==> src/afu_pkg.sv <==
// Constants, carriers and state for the audio frame and user pulse block.
// Assumes a video timing generator on the same pixel clock.
package afu_pkg;
    localparam int ADDR_W = 12;
    localparam int USERS = 4;
    // Register indices; byte address is four times the index
    localparam logic [9:0] IDX_FSC = 10'h01a;
    localparam logic [9:0] IDX_ACW = 10'h031;
    localparam logic [9:0] IDX_POL = 10'h056;
    localparam logic [9:0] IDX_UTB = 10'h057;
    localparam logic [9:0] IDX_CMB = 10'h067;
    localparam logic [9:0] UT_COUNT = 10'h010;
    localparam logic [15:0] REG_RST = 16'h0000;
    // Field positions
    localparam int FSC_AFP_RST = 0;
    localparam int ACW_NO_REF = 0;
    localparam int ACW_HOST_SEL = 1;
    localparam int ACW_RATE_LSB = 2;
    localparam int ACW_STD_LSB = 5;
    localparam int POL_AFP = 0;
    localparam int POL_TFM = 1;
    localparam int POL_USR_LSB = 2;
    localparam int CMB_FN_LSB = 0;
    localparam int CMB_MASK_LSB = 2;
    // Audio rate codes and frame periods
    localparam logic [2:0] RATE_48K = 3'h0;
    localparam logic [2:0] RATE_44K1 = 3'h1;
    localparam logic [2:0] RATE_32K = 3'h2;
    localparam logic [2:0] RATE_96K = 3'h3;
    localparam logic [6:0] N_48K = 7'h05;
    localparam logic [6:0] N_44K1 = 7'h64;
    localparam logic [6:0] N_32K = 7'h0f;
    localparam logic [6:0] N_PLAIN = 7'h01;
    localparam logic [2:0] TF_LAST = 3'h4;

    typedef enum logic [1:0] {CMB_NONE, CMB_AND, CMB_OR, CMB_XOR} afu_cmb_t;

    typedef struct packed {
        logic psel;
        logic penable;
        logic pwrite;
        logic [ADDR_W-1:0] paddr;
        logic [31:0] pwdata;
    } afu_apb_req_t;

    typedef struct packed {
        logic [31:0] prdata;
        logic pready;
        logic pslverr;
    } afu_apb_rsp_t;

    typedef struct packed {
        logic hs_lead;
        logic vs_lead;
        logic frame_start;
    } afu_vtim_t;

    typedef struct packed {
        logic [1:0][5:0] std_sync;
        logic [1:0][2:0] rate_sync;
        logic [2:0] ref_sync;
        logic [15:0] fsc;
        logic [15:0] acw;
        logic [15:0] pol;
        logic [15:0] cmb;
        logic [15:0][15:0] utim;
        logic [6:0] n;
        logic [6:0] afc;
        logic [2:0] tfc;
        logic [15:0] hcnt;
        logic [15:0] vcnt;
        logic afp;
        logic tfm;
        logic afp_o;
        logic tfm_o;
        logic [USERS-1:0] usr_o;
        logic cmb_o;
        afu_apb_rsp_t rsp;
    } afu_state_t;

    localparam afu_state_t ST_RST = '0;
endpackage : afu_pkg

==> src/afu_core.sv <==
// Audio frame pulse, ten-field marker and four user timing pulses.
// Assumes sync leading-edge pulses from a timing generator on CLK_I.
//
// Chosen here: register access over APB.
`timescale 1ns/1ps
`default_nettype none

// Notes on behaviour
// - Audio pulse spans line 1 of n'th frame
// - Period n from standard and rate selects
// - Fractional rate with 48k gives n of five
// - Reference marker edge restarts audio sequence
// - Software may ignore the reference marker for the audio sequence
// - Sequence register write with bit 0 set restarts audio sequence
// - Without reference the counter free-runs
// - Polarity bit inverts the audio pulse
// - Four user pulses, four registers each
// - Start and stop in pixels and lines
// - Positions count from sync leading edges
// - User pulses merge by AND, OR, XOR
// - Ten-field marker high one line
module afu_core
    import afu_pkg::*;
#(
    parameter logic [63:0] FRAC_STD_MASK = 64'h0000_0000_0000_000f
)
(
    input wire logic CLK_I,
    input wire logic SRST_I,
    input wire afu_apb_req_t APB_REQ_I,
    output afu_apb_rsp_t APB_RSP_O,
    input wire afu_vtim_t VID_TIM_I,
    input wire logic [5:0] VIDEO_STANDARD_SELECT_I,
    input wire logic [2:0] AUDIO_RATE_SELECT_I,
    input wire logic TEN_FIELD_REF_I,
    output logic AUDIO_FRAME_PULSE_O,
    output logic TEN_FIELD_MARKER_O,
    output logic [USERS-1:0] USER_PULSE_O,
    output logic USER_COMBINED_O
);
    afu_state_t q;
    afu_state_t d;
    logic [USERS-1:0] usr_act;
    logic [USERS-1:0] usr_mask;
    logic [5:0] sel_std;
    logic [2:0] sel_rate;
    logic frac;
    logic ref_edge;
    logic rrst;
    logic hrst;
    logic [9:0] idx;
    logic [9:0] ut_off;
    logic access;
    logic done;
    logic hit;
    logic [15:0] rd;
    logic [6:0] n_sel;
    afu_cmb_t fn;

    // window per user, counted from sync edges
    for (genvar g = 0; g < USERS; g++)
    begin : g_usr
        assign usr_act[g] = (q.hcnt >= q.utim[4*g]) && (q.hcnt < q.utim[4*g+1])
            && (q.vcnt >= q.utim[4*g+2]) && (q.vcnt < q.utim[4*g+3]);
    end

    assign usr_mask = q.cmb[CMB_MASK_LSB +: USERS];
    assign fn = afu_cmb_t'(q.cmb[CMB_FN_LSB +: 2]);
    assign ref_edge = q.ref_sync[1] & ~q.ref_sync[2];
    // host fields override the select pins
    assign sel_std = q.acw[ACW_HOST_SEL] ? q.acw[ACW_STD_LSB +: 6] : q.std_sync[1];
    assign sel_rate = q.acw[ACW_HOST_SEL] ? q.acw[ACW_RATE_LSB +: 3] : q.rate_sync[1];
    assign frac = FRAC_STD_MASK[sel_std];
    assign idx = APB_REQ_I.paddr[ADDR_W-1:2];
    assign ut_off = idx - IDX_UTB;
    assign access = APB_REQ_I.psel & APB_REQ_I.penable;
    assign done = access & q.rsp.pready;
    assign rrst = ref_edge & ~q.acw[ACW_NO_REF];
    // host restart on sequence register write with bit 0 set
    assign hrst = done & APB_REQ_I.pwrite & (idx == IDX_FSC)
        & APB_REQ_I.pwdata[FSC_AFP_RST];

    always_comb
    begin
        n_sel = N_PLAIN;
        if (frac)
        begin
            case (sel_rate)
                RATE_48K: n_sel = N_48K;
                RATE_96K: n_sel = N_48K;
                RATE_44K1: n_sel = N_44K1;
                RATE_32K: n_sel = N_32K;
                default: n_sel = N_PLAIN;
            endcase
        end
    end

    always_comb
    begin
        hit = 1'b1;
        rd = 16'h0000;
        if (APB_REQ_I.paddr[1:0] != 2'h0)
            hit = 1'b0;
        else if (idx == IDX_FSC)
            rd = q.fsc;
        else if (idx == IDX_ACW)
            rd = q.acw;
        else if (idx == IDX_POL)
            rd = q.pol;
        else if (idx == IDX_CMB)
            rd = q.cmb;
        else if (ut_off < UT_COUNT)
            rd = q.utim[ut_off[3:0]];
        else
            hit = 1'b0;
    end

    always_comb
    begin
        d = q;
        // Pins cross in through two stages
        d.std_sync[0] = VIDEO_STANDARD_SELECT_I;
        d.std_sync[1] = q.std_sync[0];
        d.rate_sync[0] = AUDIO_RATE_SELECT_I;
        d.rate_sync[1] = q.rate_sync[0];
        d.ref_sync = {q.ref_sync[1:0], TEN_FIELD_REF_I};
        d.n = n_sel;

        // One wait state keeps decode off the answer path
        d.rsp.pready = access & ~q.rsp.pready;
        d.rsp.pslverr = d.rsp.pready & ~hit;
        d.rsp.prdata = (d.rsp.pready && hit && !APB_REQ_I.pwrite) ? {16'h0000, rd} : 32'h0;
        if (done && APB_REQ_I.pwrite && hit)
        begin
            if (idx == IDX_FSC)
                d.fsc = APB_REQ_I.pwdata[15:0];
            else if (idx == IDX_ACW)
                d.acw = APB_REQ_I.pwdata[15:0];
            else if (idx == IDX_POL)
                d.pol = APB_REQ_I.pwdata[15:0];
            else if (idx == IDX_CMB)
                d.cmb = APB_REQ_I.pwdata[15:0];
            else
                d.utim[ut_off[3:0]] = APB_REQ_I.pwdata[15:0];
        end

        d.hcnt = VID_TIM_I.hs_lead ? 16'h0000 : q.hcnt + 16'h0001;
        if (VID_TIM_I.vs_lead)
            d.vcnt = 16'h0000;
        else if (VID_TIM_I.hs_lead)
            d.vcnt = q.vcnt + 16'h0001;

        // divide by n; restart lands on zero next frame
        if (hrst || rrst)
            d.afc = q.n - 7'h01;
        else if (VID_TIM_I.frame_start)
            d.afc = (q.afc >= q.n - 7'h01) ? 7'h00 : q.afc + 7'h01;
        // raised at line 1, dropped at next line
        if (VID_TIM_I.frame_start)
            d.afp = (d.afc == 7'h00);
        else if (VID_TIM_I.hs_lead)
            d.afp = 1'b0;

        // five-frame cadence follows the reference always
        if (ref_edge)
            d.tfc = TF_LAST;
        else if (VID_TIM_I.frame_start)
            d.tfc = (q.tfc == TF_LAST) ? 3'h0 : q.tfc + 3'h1;
        if (VID_TIM_I.frame_start)
            d.tfm = frac & (d.tfc == 3'h0);
        else if (VID_TIM_I.hs_lead)
            d.tfm = 1'b0;

        d.afp_o = d.afp ^ d.pol[POL_AFP];
        d.tfm_o = d.tfm ^ d.pol[POL_TFM];
        d.usr_o = usr_act ^ q.pol[POL_USR_LSB +: USERS];
        case (fn)
            CMB_NONE: d.cmb_o = 1'b0;
            CMB_AND: d.cmb_o = (usr_mask != 4'h0) && ((usr_act | ~usr_mask) == 4'hf);
            CMB_OR: d.cmb_o = |(usr_act & usr_mask);
            CMB_XOR: d.cmb_o = ^(usr_act & usr_mask);
            default: d.cmb_o = 1'b0;
        endcase
    end

    always_ff @(posedge CLK_I)
    begin
        if (SRST_I)
            q <= ST_RST;
        else
            q <= d;
    end

    assign APB_RSP_O = q.rsp;
    assign AUDIO_FRAME_PULSE_O = q.afp_o;
    assign TEN_FIELD_MARKER_O = q.tfm_o;
    assign USER_PULSE_O = q.usr_o;
    assign USER_COMBINED_O = q.cmb_o;
endmodule : afu_core

`default_nettype wire

==> config.mk <==
export PLATFORM = sky130hd
export DESIGN_NAME = afu_core
export DESIGN_NICKNAME = d
export VERILOG_FILES = /design/src/afu_pkg.sv /design/src/afu_core.sv
export SDC_FILE = /design/constraint.sdc
export NUM_CORES = 1
export LEC_CHECK = 0
export BUFFER_PORTS_ARGS = -buffer_cell sky130_fd_sc_hd__buf_2
export CORE_MARGIN = 2
export CORE_UTILIZATION = 40
export CTS_BUF_LIST = sky130_fd_sc_hd__clkbuf_8
export DETAILED_ROUTE_END_ITERATION = 10
export PLACE_DENSITY = 0.64
export SLEW_MARGIN = 10
export SYNTH_ARGS = -nofsm -noshare
export SYNTH_HDL_FRONTEND = slang
export SYNTH_SLANG_ARGS = --single-unit
==> constraint.sdc <==
create_clock -name CLK_I -period 9.2 [get_ports CLK_I]
set_input_delay 1.38 -clock CLK_I [delete_from_list [all_inputs] [get_ports CLK_I]]
set_output_delay 1.38 -clock CLK_I [all_outputs]
set_load 0.005 [all_outputs]
==> impl_metrics.ini, run 1 <==
[route]
first_pass_iters = 5
drtIter0Drc = 1356
via_per_inst = 5.52
vias = 18900
routed_wirelength_um = 72600
ant_nets = 0
drc = 0
wl_per_cell_um = 21.2

[clock_tree]
clk_latency_ps = 660
clk_path_buf_depth = 3
cts_sinks = 410
cts-root-buf = clkbuf_8
clkSlewWorstSetupHoldPaths_ps = 60
hold_buffers = 0
cts_tree = built
cts_made_buffers = 76
htree_levels = 3
cts_resized = 0
cts_setup_buffers = 0

[grt]
antenna_found_initial = 2
overflow = 0
grt_max_degree = 107
first_global_vias = 18600
track_usage_pct = 22.8
grt_pass1_wl_um = 110000

[cells_and_area]
fillers = 5768
stdcell_count = 3430
final_layout_size_suffix_gt1_share_pct = 12.3
area_growth_pct = 7.50
final_area_um2 = 26500
nets = 2924

[synth]
yosys_warnings = 0
async_flop_share_pct = 0
synth_edf_count = 0
syn_area_um2 = 24600
synth.avg_cell_area_um2 = 9.47
ys_top_cells_by_area = dfxtp_1, ha_1, mux2i_1
synthCells = 2600
yosysSeqAreaShare_pct = 33.3
yosys.area.top_type = dfxtp_1
synth_flop_cell = dfxtp_1
ys_ff_latch = 410
synth.distinct_cells = 82
synth_top_area_share_pct = 33.3

[floorplanning]
rows = 90
core-area_um2 = 60600
pin_count = 103
start_util_pct = 40.6
dieArea_um2 = 63500
fp.dieH_um = 252
die_x_um = 252

[critical_path]
reg2reg_slack_ps = 4660
path_max_fanout = 33
critPathKind = input port to flop
cp.required_ps = 9680
critPathArrivalTime_ps = 5650
r2r-start = q[45]
reg2regPathDepth = 12
r2r_end = USER_COMBINED_O
crit_path_end_kind = flop
start_kind = input port

[placed_design]
place.gp.congestion = 0.912
dp_cells = 3297
io_buffers = 68
hpwl_um = 51700
placed_cell_area_um2 = 24900

[sta]
hold_viol = 0
clock-skew-final_ps = 26.1
slew_viol_final = 0
fmax_mhz = 193
tns_ps = 0
fin_crit_ps = 5170
slew_headroom_pct = 15.5
tightest_slew_ps = 1260
rsz0062_at_grt = no
setup_violations = 0
layout_worst_path_cycle_share_pct = 56.2
hold_slack_ps = 431

[power_and_ir_drop]
power_density_nw_per_um2 = 144
leakagePower_nw = 11.8
vdd_drop_max_mv = 0.0743

[hold_path]
hp-start = d[429]
hp-class = flop to flop
hold_path_end = q[429]
hold_depth = 1

[status]
status = completed

[flow_run]
max_cap_viol_count = 0
## worst max-delay path: stages
cell	delay, ps
buf_4	510
ha_1	520
a41oi_1	180
nor3b_1	240
o21a_1	730
and4b_1	760
and3b_1	600
buf_4	420
mux2i_1	230
nor2_1	60
## worst max path at each step
stage	from	endpoint	slack, ps	cells after the start
4_1_cts	APB_REQ_I[34]	flop	4080	10
5_1_grt	APB_REQ_I[34]	flop	3770	10
3_5_place_dp	APB_REQ_I[34]	flop	3410	10
2_1_floorplan	APB_REQ_I[34]	APB_RSP_O[10]	5460	10
3_3_place_gp	APB_REQ_I[34]	flop	3510	10
6_report	APB_REQ_I[34]	flop	4030	10
## cell usage in the layout (no fill, tap or decap), types with 24 or more instances in the layout
cell,instances
nor2_1,420
dfxtp_1,410
a21o_1,31
nor2b_1,24
nand3_1,34
inv_1,287
xor2_1,28
nand2_1,113
o21ai_0,46
nand4_1,37
mux2i_1,310
a21oi_1,106
mux4_2,80
ha_1,268
clkbuf_8,100
buf_2,66
## power breakdown
part           internal [mW]  switching [mW]
logic                 0.0624           0.143
clock network          0.997           0.803
registers               1.79         0.00771
total                   2.84           0.953
## Yosys cell counts, drive strengths merged, types with 32 or more instances
master / n
nor2: 422
dfxtp: 410
mux2i: 310
ha: 269
inv: 266
nand2: 113
a21oi: 106
clkbuf: 90
buf: 89
mux4: 80
o21ai: 64
nand3: 46
nand4: 37
a21o: 32
## metal layers
layer,global-route usage [%],vias to the layer above,part of all wire (%)
met5,0,-,0
met4,10.6,0,4.3
met3,3.81,140,5.9
met2,37.7,572,47
met1,29.0,9300,43
li1,-,8916,-
## per-stage QoR
step | power, mW | worst slack [ps] | util [%]
floorplan | 1.98 | 5460 | -
global placement | 2.03 | 3510 | 41.1
detailed placement | 2.04 | 3410 | 41.1
CTS | 3.83 | 4080 | 43.7
global route | 3.93 | 3770 | 43.7
finish | 3.80 | 4030 | 43.7
## layout make-up
class	count	area [um2]	share of cell area, %
Timing Repair Buffer	81	450	1.70
Inverter	266	998	3.77
Tap cell	782	978	3.70
Sequential cell	410	8210	31.0
Multi-Input combinational cell	1758	14300	53.9
Clock buffer	100	1380	5.20
Clock inverter	32	174	0.657
Antenna cell	1	2.50	0.00946
## cells by family after synthesis
| group | after synthesis | synth area share [%] |
|---|---|---|
| muxes | 391 | 20.0 |
| and+or+nand+nor | 729 | 14.0 |
| adders and majority gates | 269 | 13.7 |
| other | 1 | 0.0152 |
| xor gates and xnor gates | 44 | 1.60 |
| buffers and inverters | 447 | 8.98 |
| DFF | 410 | 33.3 |
| AOI/OAI and AO/OA | 309 | 8.44 |
No activity file was read; power rests on OpenSTA's default activity.
==> run 2, diff against run 1 <==
clock period = 5 ns   (was 9.2 ns; I/O delays follow)
==> run 2 against run 1 <==
Effect of this change:
- power rose by 81%
- largest power group is now registers
- sequential cell count did not move
- die area did not move
- register-to-register slack got worse by 3600 ps
- core utilization rose by 0.42 points
- critical path type is now flop to flop
==> impl_metrics.ini, run 2 (same netlist as run 1, synthesis figures left out) <==
[route]
ant_nets = 0
routed_wirelength_um = 73300
first_pass_iters = 5
via_per_inst = 5.56
drc = 0
vias = 19200
drtIter0Drc = 1571
wl_per_cell_um = 21.2

[hold_path]
hp-class = input port to flop
hp-start = AUDIO_RATE_SELECT_I[0]
hold_depth = 2
hold_path_end = d[418]

[sta]
rsz0062_at_grt = no
clock-skew-final_ps = 28.1
layout_worst_path_cycle_share_pct = 79.5
hold_viol = 0
slew_viol_final = 0
setup_violations = 0
fmax_mhz = 252
tns_ps = 0
tightest_slew_ps = 994
slew_headroom_pct = 32.8
fin_crit_ps = 3970

[placed_design]
io_buffers = 68
dp_cells = 3336
place.gp.congestion = 0.921
hpwl_um = 52600

[power_and_ir_drop]
p_sw_mw = 1.73
p_seq_share_pct = 47.9
sw_frac_of_total_pct = 25.2
combPwrFrac_pct = 5.8
vdd_drop_max_mv = 0.148
internal-power_mw = 5.15
power_density_nw_per_um2 = 257
power_mw = 6.88
leakagePower_nw = 12.0
p_clk_share_pct = 46.2

[cells_and_area]
final_cell_mix = nor2_1, dfxtp_1, mux2i_1
area_growth_pct = 8.53
fillers = 5816
nets = 2960
stdcell_count = 3462
final_common_cell = nor2_1
final_util_pct = 44.1
final_layout_size_suffix_gt1_share_pct = 13.5

[critical_path]
start_kind = flop
critPathArrivalTime_ps = 4570
r2r_end = USER_COMBINED_O
worstPathCellList = ha_1, nand4_1, nor2_1, nor4b_1, a211oi_1, o2111a_1, o311a_1, nand2_1, ha_1, xnor2_1, a2111oi_0, a31o_2
reg2reg_slack_ps = 1030
r2r-start = q[58]
critPathMaxStageDelay_ps = 860
cp.required_ps = 5600
worst_path_max_delay_cell = nor4b_1
path_max_fanout = 7
critPathKind = flop to flop
crit_path_end_kind = flop
path_common_cell = ha_1
reg2regPathDepth = 12

[clock_tree]
clk_latency_ps = 670
clkSlewWorstSetupHoldPaths_ps = 60
cts_resized = 0
cts_setup_buffers = 0
cts_sinks = 410
hold_buffers = 0
cts_tree = built
cts_made_buffers = 73
cts-root-buf = clkbuf_8
clk_path_buf_depth = 3
htree_levels = 3

[floorplanning]
pin_count = 103
fp.dieH_um = 252
start_util_pct = 40.6
core-area_um2 = 60600
rows = 90
die_x_um = 252
dieArea_um2 = 63500

[grt]
antenna_found_initial = 2
grt_pass1_wl_um = 112000
first_global_vias = 18800
grt_use_met2_pct = 37.8
grtUsageMet3_pct = 3.84
busiest_layer = met2
grt_max_degree = 167
grt_use_met1_pct = 29.6
track_usage_pct = 23.1
overflow = 0

[flow_run]
max_cap_viol_count = 0

[status]
status = completed
## run 2: worst max path at each step
stage	start	end	slack, ps
after floorplan	APB_REQ_I[34]	APB_RSP_O[10]	1890
after global placement	q[45]	USER_COMBINED_O	1090
after detailed placement	APB_REQ_I[35]	APB_RSP_O[11]	1100
after CTS	q[45]	USER_COMBINED_O	1120
after global routing	q[43]	USER_COMBINED_O	820
final	q[58]	USER_COMBINED_O	1030
## run 2: routing by layer
| layer | part of all wire (%) | vias up |
|---|---|---|
| met4 | 4.3 | 2 |
| met2 | 46 | 630 |
| li1 | - | 8998 |
| met1 | 42 | 9456 |
| met5 | 0.018 | - |
| met3 | 7.3 | 163 |
## run 2: power groups by stage
stage	clock [mW]	combinational [mW]	sequential, mW
floorplan	0	0.281	3.36
global placement	0	0.393	3.37
detailed placement	0	0.400	3.37
CTS	3.25	0.401	3.30
global route	3.40	0.429	3.30
finish	3.18	0.401	3.30
## run 2: worst max-delay path, delay by kind of cell, from the launching register on
kind | cells | cell delay, ps
XOR/XNOR | 1 | 140
AO/OA/AOI/OAI | 5 | 1100
flip-flops | 1 | 620
AND/OR/NAND/NOR | 4 | 1540
adder cells (fa/ha/maj) | 2 | 510
## run 2: area by class of cell
class | count | area (um2) | area share [%]
multi-input cells | 1758 | 14300 | 53.4
flip-flops and latches | 410 | 8210 | 30.7
clock buffers | 94 | 1290 | 4.84
clock inverters | 31 | 169 | 0.632
inverters | 266 | 998 | 3.74
well taps | 782 | 978 | 3.66
diodes | 1 | 2.50 | 0.00937
repair buffers | 120 | 793 | 2.97
## run 2: metrics by stage
| step | cell area (um2) | worst slack, ps | hold slack, ps |
|---|---|---|---|
| 2_1_floorplan | 24700 | 1890 | 414 |
| 3_3_place_gp | 25200 | 1090 | 424 |
| 3_5_place_dp | 25200 | 1100 | 429 |
| 4_1_cts | 26700 | 1120 | 259 |
| 5_1_grt | 26700 | 823 | 311 |
| 6_report | 26700 | 1030 | 312 |
